$ cat config.mk
export PLATFORM = sky130hd
export DESIGN_NAME = mppb_bank
export DESIGN_NICKNAME = d
export VERILOG_FILES = /design/src/shared/mppb_pkg.sv /design/src/rtl/mppb_bank.sv /design/src/rtl/mppb_cycle_time.sv
export SDC_FILE = /design/constraint.sdc
export NUM_CORES = 1
export LEC_CHECK = 0
export BUFFER_PORTS_ARGS = -buffer_cell sky130_fd_sc_hd__clkbuf_2
export CAP_MARGIN = 20
export CORE_AREA = 4 4 267 269
export DETAILED_ROUTE_END_ITERATION = 8
export DIE_AREA = 0 0 271 273
export PLACE_DENSITY = 0.62
export REMOVE_ABC_BUFFERS = 1
export SYNTH_ARGS = -nofsm -noshare
export SYNTH_HDL_FRONTEND = slang
export SYNTH_SLANG_ARGS = --single-unit
$ cat constraint.sdc
create_clock -name clk -period 6.7 [get_ports clk]
set_input_delay 1.34 -clock clk [delete_from_list [all_inputs] [get_ports clk]]
set_output_delay 1.34 -clock clk [all_outputs]
set_load 0.01 [all_outputs]
$ cat src/shared/mppb_pkg.sv
// package for the motion profile parameter bank: object map, presets, carriers
`default_nettype none
package mppb_pkg;

   // ***************************************************************
   // object indices and subindices
   // ***************************************************************
   localparam logic [15:0] IDX_JERK = 16'h60a4;
   localparam logic [15:0] IDX_POS_UNIT = 16'h60a8;
   localparam logic [15:0] IDX_VEL_UNIT = 16'h60a9;
   localparam logic [15:0] IDX_POS_OFF = 16'h60b0;
   localparam logic [15:0] IDX_VEL_OFF = 16'h60b1;
   localparam logic [15:0] IDX_TQ_OFF = 16'h60b2;
   localparam logic [15:0] IDX_SETPT = 16'h60c1;
   localparam logic [15:0] IDX_TIME = 16'h60c2;
   localparam logic [7:0] SUB_COUNT = 8'h00;
   localparam logic [7:0] SUB_FIRST = 8'h01;
   localparam logic [7:0] SUB_SECOND = 8'h02;
   localparam logic [7:0] SUB_JERK_LAST = 8'h04;
   localparam logic [7:0] CNT_JERK = 8'h04;
   localparam logic [7:0] CNT_SETPT = 8'h01;
   localparam logic [7:0] CNT_TIME = 8'h02;

   // ***************************************************************
   // presets and field layout
   // ***************************************************************
   localparam logic [31:0] RST_JERK = 32'h000003e8;
   localparam logic [31:0] RST_POS_UNIT = 32'hff410000;
   localparam logic [31:0] RST_VEL_UNIT = 32'h00b44700;
   localparam logic [31:0] RST_OFF32 = 32'h00000000;
   localparam logic [15:0] RST_TQ_OFF = 16'h0000;
   localparam logic [31:0] RST_SETPT = 32'h00000000;
   localparam logic [7:0] RST_TIME_VAL = 8'h01;
   localparam logic [7:0] RST_TIME_IDX = 8'hfd;
   localparam logic [31:0] POS_UNIT_KEEP = 32'hffff0000;
   localparam logic [31:0] VEL_UNIT_KEEP = 32'hffffff00;
   localparam int JERK_COUNT = 4;
   localparam int US_EXP_BIAS = 6;
   localparam int US_EXP_MAX = 6;

   // ***************************************************************
   // types
   // ***************************************************************
   typedef enum logic [4:0] {
      MODE_CSP = 5'h01,
      MODE_CSV = 5'h02,
      MODE_CST = 5'h04,
      MODE_CLKDIR = 5'h08,
      MODE_OTHER = 5'h10
   } mppb_mode_t;

   typedef enum logic [1:0] {
      PH_INIT = 2'h1,
      PH_RUN = 2'h2
   } mppb_phase_t;

   typedef enum logic [3:0] {
      SEL_NONE, SEL_COUNT, SEL_JERK0, SEL_JERK1, SEL_JERK2, SEL_JERK3,
      SEL_PUNIT, SEL_VUNIT, SEL_POFF, SEL_VOFF, SEL_TOFF, SEL_SETPT,
      SEL_TVAL, SEL_TIDX
   } mppb_sel_t;

   typedef struct packed {
      logic wr;
      logic rd;
      logic [15:0] index;
      logic [7:0] sub;
      logic [31:0] wdata;
   } mppb_req_t;

   typedef struct packed {
      logic ack;
      logic abort;
      logic [31:0] rdata;
   } mppb_rsp_t;

   typedef struct packed {
      logic [31:0] pos;
      logic [31:0] vel;
      logic [15:0] tq;
   } mppb_setv_t;

   typedef struct packed {
      mppb_phase_t phase;
      logic [3:0][31:0] jerk;
      logic [31:0] pos_unit;
      logic [31:0] vel_unit;
      logic [31:0] pos_off;
      logic [31:0] vel_off;
      logic [15:0] tq_off;
      logic [31:0] setpt;
      logic [7:0] time_val;
      logic [7:0] time_idx;
      logic [31:0] interp_target;
      mppb_setv_t set_out;
      logic [3:0] jerk_unlim;
      mppb_rsp_t rsp;
   } mppb_state_t;

   typedef struct packed {
      logic [31:0] us;
      logic ok;
   } mppb_ct_state_t;

endpackage
`default_nettype wire

$ cat src/rtl/mppb_bank.sv
// motion profile parameter bank: object access, offsets, set-point latch
// Function
// RULE_01: jerk at acceleration start, 32-bit, preset 3e8
// RULE_02: jerk at braking start, 32-bit, same preset
// RULE_03: jerk at acceleration and braking end
// RULE_04: position unit: unit, exponent, low half zero
// RULE_05: velocity unit: time, position, exponent fields
// RULE_06: position offset added only in csp
// RULE_07: velocity offset in csp, csv, clock-direction
// RULE_08: torque offset in cyclic and clock-direction modes
// RULE_09: interpolation set-point, signed 32-bit demand position
// RULE_10: set-point takes effect at next sync
// RULE_11: cycle time is value times ten^index
// RULE_12: master keeps time index at minus three
// RULE_13: time value 8-bit, preset one
// RULE_14: zero jerk means unlimited jerk
// RULE_15: presets loaded before any access accepted
`default_nettype none
module mppb_bank
   import mppb_pkg::*;
(
   input wire logic clk,
   input wire logic rst_n,
   input wire mppb_pkg::mppb_req_t od_req,
   output mppb_pkg::mppb_rsp_t od_rsp,
   input wire mppb_pkg::mppb_mode_t op_mode,
   input wire mppb_pkg::mppb_setv_t set_in,
   input wire logic sync_evt,
   output mppb_pkg::mppb_setv_t set_out,
   output logic [31:0] interp_target,
   output logic [3:0][31:0] jerk,
   output logic [3:0] jerk_unlim,
   output logic [31:0] pos_unit,
   output logic [31:0] vel_unit,
   output logic [7:0] time_val,
   output logic [7:0] time_idx,
   output logic [31:0] cycle_us,
   output logic cycle_ok,
   output logic bank_ready
);

   mppb_state_t st_reg;
   mppb_state_t st_next;
   mppb_sel_t sel;
   logic [31:0] rd_val;
   logic in_csp;
   logic in_vel_mode;
   logic in_tq_mode;

   // ***************************************************************
   // object decode, shared by read and write paths
   // ***************************************************************
   function automatic mppb_sel_t od_decode(input logic [15:0] idx, input logic [7:0] sub);
      od_decode = SEL_NONE;
      unique case (idx)
         IDX_JERK: begin
            if (sub == SUB_COUNT) begin
               od_decode = SEL_COUNT;
            end else if (sub <= SUB_JERK_LAST) begin
               od_decode = mppb_sel_t'(4'(SEL_JERK0) + 4'(sub - SUB_FIRST));
            end
         end
         IDX_POS_UNIT: od_decode = (sub == SUB_COUNT) ? SEL_PUNIT : SEL_NONE;
         IDX_VEL_UNIT: od_decode = (sub == SUB_COUNT) ? SEL_VUNIT : SEL_NONE;
         IDX_POS_OFF: od_decode = (sub == SUB_COUNT) ? SEL_POFF : SEL_NONE;
         IDX_VEL_OFF: od_decode = (sub == SUB_COUNT) ? SEL_VOFF : SEL_NONE;
         IDX_TQ_OFF: od_decode = (sub == SUB_COUNT) ? SEL_TOFF : SEL_NONE;
         IDX_SETPT: begin
            if (sub == SUB_COUNT) begin
               od_decode = SEL_COUNT;
            end else if (sub == SUB_FIRST) begin
               od_decode = SEL_SETPT;
            end
         end
         IDX_TIME: begin
            if (sub == SUB_COUNT) begin
               od_decode = SEL_COUNT;
            end else if (sub == SUB_FIRST) begin
               od_decode = SEL_TVAL;
            end else if (sub == SUB_SECOND) begin
               od_decode = SEL_TIDX;
            end
         end
         default: od_decode = SEL_NONE;
      endcase
   endfunction

   // ***************************************************************
   // next state
   // ***************************************************************
   always_comb begin
      sel = od_decode(od_req.index, od_req.sub);
      in_csp = (op_mode == MODE_CSP);
      in_vel_mode = in_csp || (op_mode == MODE_CSV) || (op_mode == MODE_CLKDIR);
      in_tq_mode = in_vel_mode || (op_mode == MODE_CST);
      rd_val = 32'h00000000;
      unique case (sel)
         SEL_COUNT: begin
            if (od_req.index == IDX_JERK) begin
               rd_val = {24'h000000, CNT_JERK};
            end else if (od_req.index == IDX_SETPT) begin
               rd_val = {24'h000000, CNT_SETPT};
            end else begin
               rd_val = {24'h000000, CNT_TIME};
            end
         end
         SEL_JERK0: rd_val = st_reg.jerk[0];
         SEL_JERK1: rd_val = st_reg.jerk[1];
         SEL_JERK2: rd_val = st_reg.jerk[2];
         SEL_JERK3: rd_val = st_reg.jerk[3];
         SEL_PUNIT: rd_val = st_reg.pos_unit;
         SEL_VUNIT: rd_val = st_reg.vel_unit;
         SEL_POFF: rd_val = st_reg.pos_off;
         SEL_VOFF: rd_val = st_reg.vel_off;
         SEL_TOFF: rd_val = {{16{st_reg.tq_off[15]}}, st_reg.tq_off};
         SEL_SETPT: rd_val = st_reg.setpt;
         SEL_TVAL: rd_val = {24'h000000, st_reg.time_val};
         SEL_TIDX: rd_val = {{24{st_reg.time_idx[7]}}, st_reg.time_idx};
         default: rd_val = 32'h00000000;
      endcase

      st_next = st_reg;
      st_next.rsp = '0;
      unique case (st_reg.phase)
         PH_INIT: begin
            // presets are already in place; requests this cycle are dropped
            st_next.phase = PH_RUN; // [RULE_15]
         end
         PH_RUN: begin
            if (od_req.wr ^ od_req.rd) begin
               st_next.rsp.ack = 1'b1;
               // count entries are read only; unknown objects abort
               st_next.rsp.abort = (sel == SEL_NONE) || (od_req.wr && sel == SEL_COUNT);
               if (od_req.rd) begin
                  st_next.rsp.rdata = rd_val;
               end
            end else if (od_req.wr && od_req.rd) begin
               st_next.rsp.ack = 1'b1;
               st_next.rsp.abort = 1'b1;
            end
            if (od_req.wr && !od_req.rd) begin
               unique case (sel)
                  SEL_JERK0: st_next.jerk[0] = od_req.wdata; // [RULE_01]
                  SEL_JERK1: st_next.jerk[1] = od_req.wdata; // [RULE_02]
                  SEL_JERK2: st_next.jerk[2] = od_req.wdata; // [RULE_03]
                  SEL_JERK3: st_next.jerk[3] = od_req.wdata; // [RULE_03]
                  SEL_PUNIT: st_next.pos_unit = od_req.wdata & POS_UNIT_KEEP; // [RULE_04]
                  SEL_VUNIT: st_next.vel_unit = od_req.wdata & VEL_UNIT_KEEP; // [RULE_05]
                  SEL_POFF: st_next.pos_off = od_req.wdata;
                  SEL_VOFF: st_next.vel_off = od_req.wdata;
                  SEL_TOFF: st_next.tq_off = od_req.wdata[15:0];
                  SEL_SETPT: st_next.setpt = od_req.wdata; // [RULE_09]
                  SEL_TVAL: st_next.time_val = od_req.wdata[7:0]; // [RULE_13]
                  SEL_TIDX: st_next.time_idx = od_req.wdata[7:0];
                  default: ;
               endcase
            end
         end
         default: st_next.phase = PH_INIT;
      endcase

      // a set-point only reaches the interpolator at the sync event
      if (sync_evt) begin
         st_next.interp_target = st_reg.setpt; // [RULE_10]
      end

      // signed wrap-around sums; saturation is left to the consumer
      st_next.set_out.pos = set_in.pos + (in_csp ? st_reg.pos_off : 32'h00000000); // [RULE_06]
      st_next.set_out.vel = set_in.vel + (in_vel_mode ? st_reg.vel_off : 32'h00000000); // [RULE_07]
      st_next.set_out.tq = set_in.tq + (in_tq_mode ? st_reg.tq_off : 16'h0000); // [RULE_08]

      for (int i = 0; i < JERK_COUNT; i++) begin
         st_next.jerk_unlim[i] = (st_reg.jerk[i] == 32'h00000000); // [RULE_14]
      end
   end

   // ***************************************************************
   // state register
   // ***************************************************************
   always_ff @(posedge clk or negedge rst_n) begin
      if (!rst_n) begin
         st_reg <= '0;
         st_reg.phase <= PH_INIT;
         st_reg.jerk <= {JERK_COUNT{RST_JERK}}; // [RULE_15]
         st_reg.pos_unit <= RST_POS_UNIT;
         st_reg.vel_unit <= RST_VEL_UNIT;
         st_reg.pos_off <= RST_OFF32;
         st_reg.vel_off <= RST_OFF32;
         st_reg.tq_off <= RST_TQ_OFF;
         st_reg.setpt <= RST_SETPT;
         st_reg.time_val <= RST_TIME_VAL;
         st_reg.time_idx <= RST_TIME_IDX;
         st_reg.interp_target <= RST_SETPT;
      end else begin
         st_reg <= st_next;
      end
   end

   mppb_cycle_time u_cycle_time (
      .clk(clk),
      .rst_n(rst_n),
      .time_val(st_reg.time_val),
      .time_idx(st_reg.time_idx),
      .cycle_us(cycle_us),
      .cycle_ok(cycle_ok)
   );

   assign od_rsp = st_reg.rsp;
   assign set_out = st_reg.set_out;
   assign interp_target = st_reg.interp_target;
   assign jerk = st_reg.jerk;
   assign jerk_unlim = st_reg.jerk_unlim;
   assign pos_unit = st_reg.pos_unit;
   assign vel_unit = st_reg.vel_unit;
   assign time_val = st_reg.time_val;
   assign time_idx = st_reg.time_idx;
   assign bank_ready = (st_reg.phase == PH_RUN);
endmodule
`default_nettype wire

$ cat src/rtl/mppb_cycle_time.sv
// interpolation cycle time from time value and power-of-ten index
`default_nettype none
module mppb_cycle_time
   import mppb_pkg::*;
(
   input wire logic clk,
   input wire logic rst_n,
   input wire logic [7:0] time_val,
   input wire logic [7:0] time_idx,
   output logic [31:0] cycle_us,
   output logic cycle_ok
);

   mppb_ct_state_t st_reg;
   mppb_ct_state_t st_next;
   logic signed [8:0] exp_us;

   function automatic logic [19:0] pow10(input logic [2:0] e);
      case (e)
         3'h0: pow10 = 20'h00001;
         3'h1: pow10 = 20'h0000a;
         3'h2: pow10 = 20'h00064;
         3'h3: pow10 = 20'h003e8;
         3'h4: pow10 = 20'h02710;
         3'h5: pow10 = 20'h186a0;
         default: pow10 = 20'hf4240;
      endcase
   endfunction

   // ***************************************************************
   // value * 10^index seconds, held in microseconds
   // ***************************************************************
   // only indices from -6 to 0 fit; anything else flags not ok
   always_comb begin
      exp_us = $signed({time_idx[7], time_idx}) + 9'(US_EXP_BIAS);
      st_next = st_reg;
      st_next.ok = (exp_us >= 9'sd0) && (exp_us <= 9'(US_EXP_MAX));
      if (st_next.ok) begin
         // widen first: a 20-bit product would wrap above index -3
         st_next.us = 32'(time_val) * 32'(pow10(exp_us[2:0])); // [RULE_11]
      end else begin
         st_next.us = 32'h00000000;
      end
   end

   always_ff @(posedge clk or negedge rst_n) begin
      if (!rst_n) begin
         st_reg <= '0;
      end else begin
         st_reg <= st_next;
      end
   end

   assign cycle_us = st_reg.us;
   assign cycle_ok = st_reg.ok;
endmodule
`default_nettype wire

==> results of run 1 <==
worst max-delay path by stage:
stage                                      to  depth (start not counted)  slack [ps]         from
floorplan                            jerk[32]                          8        -280   od_req[37]
global placement    u_cycle_time.cycle_us[26]                         24          80  time_idx[2]
detailed placement  u_cycle_time.cycle_us[26]                         24        -100  time_idx[2]
CTS                 u_cycle_time.cycle_us[26]                         23          70  time_idx[2]
global route        u_cycle_time.cycle_us[26]                         25         -50  time_idx[2]
finish              u_cycle_time.cycle_us[26]                         25         220  time_idx[2]
area by class of cell:
class / count / area share
tap: 931 / 0.0347
sequential: 477 / 0.358
inverter: 146 / 0.0163
multi-input combinational: 1765 / 0.453
antenna: 4 / 0.000298
clock buffer: 89 / 0.0466
clock inverter: 12 / 0.00552
timing repair buffer: 546 / 0.0857
through the flow:
stage / instance area (sq um) / total power [mW]
finish: 33500 / 6.19
global route: 33500 / 6.41
CTS: 33500 / 6.26
detailed placement: 31700 / 3.29
global placement: 31700 / 3.28
floorplan: 27600 / 3.08
logic make-up (layout without fill, tap and decap cells):
family,after synthesis,count (layout),synth area share
DFF,477,477,0.390
buffers and inverters,619,793,0.123
xor gates and xnor gates,95,95,0.0270
AOI/OAI and AO/OA,410,410,0.0964
muxes,332,332,0.127
and+or+nand+nor,655,655,0.113
other,1,32,0.000122
adders and majority gates,245,245,0.123
layer usage:
metal	vias to the layer above	global-route usage	wire length, um
met1	11400	0.341	40300
met4	12	0.0908	3710
met5	-	0	82
li1	9823	-	-
met2	1001	0.450	49000
met3	193	0.0756	9490
repair_timing:
action                                  CTS  global route
pin swaps                                 0             1
resized for setup                         3            10
setup buffers                             0             1
endpoints found under the setup margin    1             8
power by group through the flow:
| stage | Clock (mW) | Combinational [mW] | Sequential [mW] |
|---|---|---|---|
| floorplan | 0 | 0.0985 | 2.98 |
| global placement | 0 | 0.312 | 2.97 |
| detailed placement | 0 | 0.320 | 2.97 |
| CTS | 3.02 | 0.321 | 2.92 |
| global route | 3.15 | 0.351 | 2.92 |
| finish | 2.96 | 0.317 | 2.92 |
cells in the mapped netlist (30+ instances only):
cell type	number	area, sq um
sky130_fd_sc_hd__a21oi_1	92	460
sky130_fd_sc_hd__buf_4	367	2760
sky130_fd_sc_hd__clkbuf_1	52	195
sky130_fd_sc_hd__nor2b_1	34	213
sky130_fd_sc_hd__dfrtp_1	426	10700
sky130_fd_sc_hd__xor2_1	30	263
sky130_fd_sc_hd__mux2_2	278	3130
sky130_fd_sc_hd__inv_1	146	548
sky130_fd_sc_hd__nor4_1	37	231
sky130_fd_sc_hd__mux2_4	50	751
sky130_fd_sc_hd__ha_1	150	1880
sky130_fd_sc_hd__nor2_1	107	402
sky130_fd_sc_hd__nand2_1	154	578
sky130_fd_sc_hd__o21ai_0	46	230
sky130_fd_sc_hd__xnor2_1	65	569
sky130_fd_sc_hd__nand3_1	36	180
sky130_fd_sc_hd__a31oi_1	30	188
sky130_fd_sc_hd__a222oi_1	42	420
sky130_fd_sc_hd__dfstp_2	51	1340
sky130_fd_sc_hd__fa_1	95	1900
sky130_fd_sc_hd__and2_1	152	951
sky130_fd_sc_hd__and3_1	30	188
worst reg2reg max path, cell delays in order (launching register included):
cell                       delay [ps]
sky130_fd_sc_hd__dfstp_2          610
sky130_fd_sc_hd__inv_1             90
sky130_fd_sc_hd__ha_1             320
sky130_fd_sc_hd__inv_1            190
sky130_fd_sc_hd__nand2_1          170
sky130_fd_sc_hd__nor2_4           200
sky130_fd_sc_hd__o21a_2           280
sky130_fd_sc_hd__and2_1           170
sky130_fd_sc_hd__fa_1             440
sky130_fd_sc_hd__fa_1             500
sky130_fd_sc_hd__fa_1             500
sky130_fd_sc_hd__inv_1             50
sky130_fd_sc_hd__fa_1             470
sky130_fd_sc_hd__inv_1             40
sky130_fd_sc_hd__ha_1             330
sky130_fd_sc_hd__o21a_1           200
sky130_fd_sc_hd__o21ai_1          280
sky130_fd_sc_hd__nor2_1           110
sky130_fd_sc_hd__o311ai_0         160
sky130_fd_sc_hd__nand3_1          140
sky130_fd_sc_hd__buf_4            190
sky130_fd_sc_hd__a311oi_2         300
sky130_fd_sc_hd__a211oi_1         160
sky130_fd_sc_hd__o21a_1           210
sky130_fd_sc_hd__o21a_1           160
sky130_fd_sc_hd__nor3_1           130
==> impl_results.rst, run 1 <==
.. list-table::
   :header-rows: 1

   * - Metric
     - Value
   * - Yosys Warn Count
     - 0
   * - # hold bufs at CTS
     - 0
   * - Relative slew margins
     - 0.187
   * - Maximum vdd drop
     - 0.203 mV
   * - Pwr/cell area
     - 185 mW/mm^2
   * - Count of standard-cell rows
     - 96
   * - Number of violations of the max-capacitance limit
     - 0
   * - Critical Path AT
     - 7020 ps
   * - Cell count after synthesis
     - 2834
   * - Worst clock skew
     - 62.5 ps
   * - Final setup violation count
     - 0
   * - Transition time at the pin with the least slew margin
     - 1210 ps
   * - Reg2reg setup slack
     - 220 ps
   * - Worst hold path class
     - register to register
   * - Worst-path maximum fanout
     - 9
   * - Worst r2r dst
     - u_cycle_time.cycle_us[26]
   * - Number of register bits inferred by synthesis
     - 477
   * - Net total in the final layout
     - 3381
   * - Most frequent standard cell in the layout excluding fill and tap cells
     - sky130_fd_sc_hd__clkbuf_2
   * - Hold Fails Final Rpt
     - 0
   * - Die outline area
     - 0.0740 sq mm
   * - Max FFs per register
     - 128
   * - Die boundary width
     - 271 um
   * - Per-cell via count in the routed design
     - 5.65
   * - I/O Buffers
     - 509
   * - IO Count
     - 538
   * - Footprint of the flip-flops and latches
     - 0.0120 sq mm
   * - Class of the most critical setup path
     - register to register
   * - Placeable core region
     - 0.0686 sq mm
   * - Grt ovf
     - 0
   * - Post-synth EDFFs
     - 0
   * - Minimum clock period after layout
     - 6480 ps
   * - Finished Layout Cells
     - 3970
   * - Post-route setup slack
     - 219 ps
   * - HPWL after detailed placement
     - 77.2 mm
   * - Height of the chip
     - 273 um
   * - Clock tree from TritonCTS
     - built
   * - Initial Util
     - 0.449
   * - Routed length per placed instance
     - 25.8 um
   * - Combined area of all synthesized cells
     - 0.0308 sq mm
   * - Slowest stage delay, CP
     - 610 ps
   * - Hold Path Cell Cnt
     - 1
   * - Status
     - complete, no violations
   * - Depth of the CTS H-tree
     - 2
   * - Clock transition at the register clock pins on the worst setup and hold paths after CTS
     - 60 ps
   * - Launching point of the worst reg2reg path
     - time_idx[2]
   * - Final wirelength
     - 103 mm
   * - Number of antenna-violating nets in the routed design
     - 0
   * - Overall global routing resource usage
     - 0.270
   * - Worst hold-check slack
     - 470 ps
   * - Dpl cells
     - 3864
   * - Clk buf depth
     - 3
   * - Setup TNS
     - 0 ps
   * - Wire length of the first global-routing pass
     - 152 mm
   * - Footprint of the multi-input gates
     - 0.0152 sq mm
   * - Switching power total
     - 1.50 mW
   * - Highest-count cells in the layout ignoring fill and taps
     - sky130_fd_sc_hd__clkbuf_2 (508), sky130_fd_sc_hd__dfrtp_1 (426), sky130_fd_sc_hd__mux2_2 (278), sky130_fd_sc_hd__nand2_1 (151), sky130_fd_sc_hd__and2_1 (150)
   * - Combinational share of power
     - 0.051
   * - Number of CTS-inserted buffers
     - 54
   * - Fill cell instance count of the final layout
     - 6344
   * - Critical path required time
     - 7240 ps
   * - Endpoint class of the critical path
     - register
   * - Mean post-synth cell area
     - 10.9 sq um
   * - Synth-to-Final Area Change
     - 8.98%
   * - Fin. max-slew vios
     - 0
   * - Worst min-delay path endpoint
     - st_reg[470]
   * - Number of antenna violations at the first check in global routing
     - 10
   * - Number of clock sinks seen by CTS
     - 477
   * - Synth async-reset ratio
     - 1.00
   * - Unique cell type count in the Yosys netlist
     - 85
   * - Place WS
     - -98.2 ps
   * - Part of the power in registers
     - 0.471
   * - Kind of launch point of the worst setup path
     - register
   * - Fraction of power spent switching nets
     - 0.243
   * - Clk Tree Root Cell
     - sky130_fd_sc_hd__clkbuf_16
   * - DR pass1 iterations
     - 7
   * - Maximum number of pins on one net before global-route repair
     - 169
   * - Family with the most delay on the worst path
     - adder cells
   * - Final period util
     - 0.967
   * - Predominant post-synthesis flop cell
     - sky130_fd_sc_hd__dfrtp_1
   * - Leakage power
     - 17.5 nW
   * - Number of DRC violations after detailed-routing iteration 0
     - 1885
   * - Vias in the first global route
     - 23000
   * - Portion of the post-synthesis area used by sequential elements
     - 0.390
   * - Highest-delay cell along the critical path
     - sky130_fd_sc_hd__dfstp_2
   * - Layout cell share with drive strength beyond 1
     - 0.346
   * - Detailed-route DRC error count
     - 0
   * - Clk pwr share
     - 0.478
   * - Later-pin clock latency in the skew report
     - 660 ps
   * - Utilization after layout
     - 0.489
   * - Peak Freq
     - 154 MHz
   * - Path depth of the worst reg2reg path
     - 25
   * - Internal cell power
     - 4.69 mW
   * - Hold path startpoint
     - st_reg[471]
   * - Number of vias after detailed routing
     - 22400
   * - CP bufs+invs
     - 5
   * - Placer Congestion
     - 0.925
Power figures use the tool's default switching activity.
==> run 2: changes to the inputs <==
- CORE_AREA: 4 4 267 269 -> 2 2 265 267
- DIE_AREA: 0 0 271 273 -> 0 0 267 269
==> impl_results.rst, run 2 (same netlist as run 1, synthesis figures left out) <==
.. list-table::
   :header-rows: 1

   * - Metric
     - Value
   * - Combinational share of power
     - 0.049
   * - Maximum number of pins on one net before global-route repair
     - 162
   * - Worst clock skew
     - 29.2 ps
   * - Number of DRC violations after detailed-routing iteration 0
     - 1924
   * - Clk pwr share
     - 0.494
   * - Number of antenna violations at the first check in global routing
     - 6
   * - Depth of the CTS H-tree
     - 2
   * - Critical path required time
     - 7240 ps
   * - Dpl cells
     - 3877
   * - DR pass1 iterations
     - 8
   * - Synth-to-Final Area Change
     - 9.67%
   * - Height of the chip
     - 269 um
   * - Cell area after placement
     - 0.0318 sq mm
   * - Placer Congestion
     - 0.938
   * - Hold Path Cell Cnt
     - 1
   * - Vias in the first global route
     - 23000
   * - Fin. max-slew vios
     - 0
   * - Count of standard-cell rows
     - 97
   * - Clock tree from TritonCTS
     - built
   * - Peak Freq
     - 157 MHz
   * - Worst-path maximum fanout
     - 8
   * - Detailed-route DRC error count
     - 0
   * - Overall global routing resource usage
     - 0.279
   * - Fraction of power spent switching nets
     - 0.239
   * - # hold bufs at CTS
     - 0
   * - Max FFs per register
     - 128
   * - Highest-delay cell along the critical path
     - sky130_fd_sc_hd__dfstp_2
   * - HPWL after detailed placement
     - 75.3 mm
   * - Chain of cells forming the critical path
     - inv_1, ha_1, and3_1, or3_1, and2_1, fa_1, fa_1, fa_1, inv_1, fa_1, inv_1, ha_1, a21oi_1, nor3b_4, a21o_1, nand3_1, buf_4, a311oi_2, a211oi_1, o21a_1, o21a_1, nor3_1
   * - Class of the most critical setup path
     - register to register
   * - Clk Tree Root Cell
     - sky130_fd_sc_hd__clkbuf_16
   * - Die boundary width
     - 267 um
   * - Number of clock sinks seen by CTS
     - 477
   * - Final wirelength
     - 101 mm
   * - Placeable core region
     - 0.0693 sq mm
   * - Number of vias after detailed routing
     - 22400
   * - Highest-count cells in the layout ignoring fill and taps
     - sky130_fd_sc_hd__clkbuf_2 (508), sky130_fd_sc_hd__dfrtp_1 (426), sky130_fd_sc_hd__mux2_2 (278), sky130_fd_sc_hd__nand2_1 (151)
   * - Internal cell power
     - 4.86 mW
   * - Cell seen most often among critical-path stages
     - sky130_fd_sc_hd__fa_1
   * - Wire length of the first global-routing pass
     - 149 mm
   * - Clock transition at the register clock pins on the worst setup and hold paths after CTS
     - 70 ps
   * - Later-pin clock latency in the skew report
     - 640 ps
   * - Initial Util
     - 0.444
   * - Critical Path AT
     - 6910 ps
   * - Per-cell via count in the routed design
     - 5.62
   * - Final period util
     - 0.951
   * - Status
     - complete, no violations
   * - IO Count
     - 538
   * - Grt ovf
     - 0
   * - Final std cell area, no fill
     - 0.0337 sq mm
   * - Hold Fails Final Rpt
     - 0
   * - Number of violations of the max-capacitance limit
     - 0
   * - I/O Buffers
     - 509
   * - Net total in the final layout
     - 3388
   * - Maximum vdd drop
     - 0.184 mV
   * - Overall Power
     - 6.38 mW
   * - Pwr/cell area
     - 189 mW/mm^2
   * - Number of antenna-violating nets in the routed design
     - 0
   * - Layout cell share with drive strength beyond 1
     - 0.352
   * - Final setup violation count
     - 0
   * - Kind of launch point of the worst setup path
     - register
   * - Finished Layout Cells
     - 3985
   * - Part of the power in registers
     - 0.457
   * - Relative slew margins
     - 0.235
   * - Path depth of the worst reg2reg path
     - 22
   * - Number of CTS-inserted buffers
     - 55
   * - Leakage power
     - 17.6 nW
   * - Switching power total
     - 1.53 mW
   * - Setup TNS
     - 0 ps
   * - Worst hold path class
     - register to register
   * - Die outline area
     - 0.0718 sq mm
   * - Most frequent standard cell in the layout excluding fill and tap cells
     - sky130_fd_sc_hd__clkbuf_2
   * - Clk buf depth
     - 3
   * - Transition time at the pin with the least slew margin
     - 1140 ps
   * - Minimum clock period after layout
     - 6370 ps
   * - Routed length per placed instance
     - 25.3 um
   * - Endpoint class of the critical path
     - register
   * - Slowest stage delay, CP
     - 620 ps
==> run 2: changes by cell type in the layout (fill, tap and decap cells not counted), sizes merged <==
cell / delta
inv: +1
clkbuf: -14
clkinv: +8
diode: -3
bufinv: +4
buf: +6
clkinvlp: +4
==> run 2: metrics by stage <==
step	util	hold WS, ps	worst slack (ps)
2_1_floorplan	-	430	-276
3_3_place_gp	0.458	447	170
3_5_place_dp	0.458	452	-26.7
4_1_cts	0.486	465	64.8
5_1_grt	0.487	503	-17.7
6_report	0.487	470	329
==> run 2: critical path, delay by kind of cell (launching register included) <==
family | cells | cell delay [ps]
and+or+nand+nor | 6 | 1400
buffers and inverters | 4 | 380
DFF | 1 | 620
AOI/OAI and AO/OA | 6 | 1190
adders and majority gates | 6 | 2670
==> run 2: cell type report <==
cell class / count / area [sq um]
fillers: 6369 / 35600
multi-input cells: 1765 / 15200
flip-flops and latches: 477 / 12000
repair buffers: 552 / 2940
clock buffers: 75 / 1530
well taps: 940 / 1180
inverters: 146 / 548
clock inverters: 29 / 369
diodes: 1 / 2.50
==> run 2: path summary, 6_finish.rpt <==
path | from | end | slack (ps)
worst max-delay path | time_idx[2] | u_cycle_time.cycle_us[26] | 330
worst min-delay path | st_reg[471] | st_reg[470] | 470
worst max register to register | time_idx[2] | u_cycle_time.cycle_us[26] | 330
worst min register to register | st_reg[471] | st_reg[470] | 470
max in group asynchronous | rst_n | vel_unit[26] | 4380
min in group asynchronous | rst_n | jerk[0] | 790
==> run 2: per-layer routing <==
layer / vias up / track usage / part of all wire
met3: 203 / 0.0703 / 0.091
met5: - / 0 / 0.00070
met2: 987 / 0.453 / 0.47
met1: 11400 / 0.355 / 0.40
li1: 9829 / - / -
met4: 10 / 0.116 / 0.043
==> run 2: power groups by stage <==
| stage | Combinational, mW | Clock [mW] | Sequential [mW] |
|---|---|---|---|
| final | 0.312 | 3.16 | 2.92 |
| after global routing | 0.346 | 3.33 | 2.92 |
| after CTS | 0.315 | 3.22 | 2.92 |
| after detailed placement | 0.314 | 0 | 2.97 |
| after global placement | 0.305 | 0 | 2.97 |
| after floorplan | 0.0985 | 0 | 2.98 |
==> run 2: what timing repair did <==
item | 4_1_cts | 5_1_grt
pin swaps | 0 | 1
endpoints found under the setup margin | 1 | 4
buffers inserted | 0 | 1
gates resized for setup | 2 | 7
gates cloned | 0 | 0
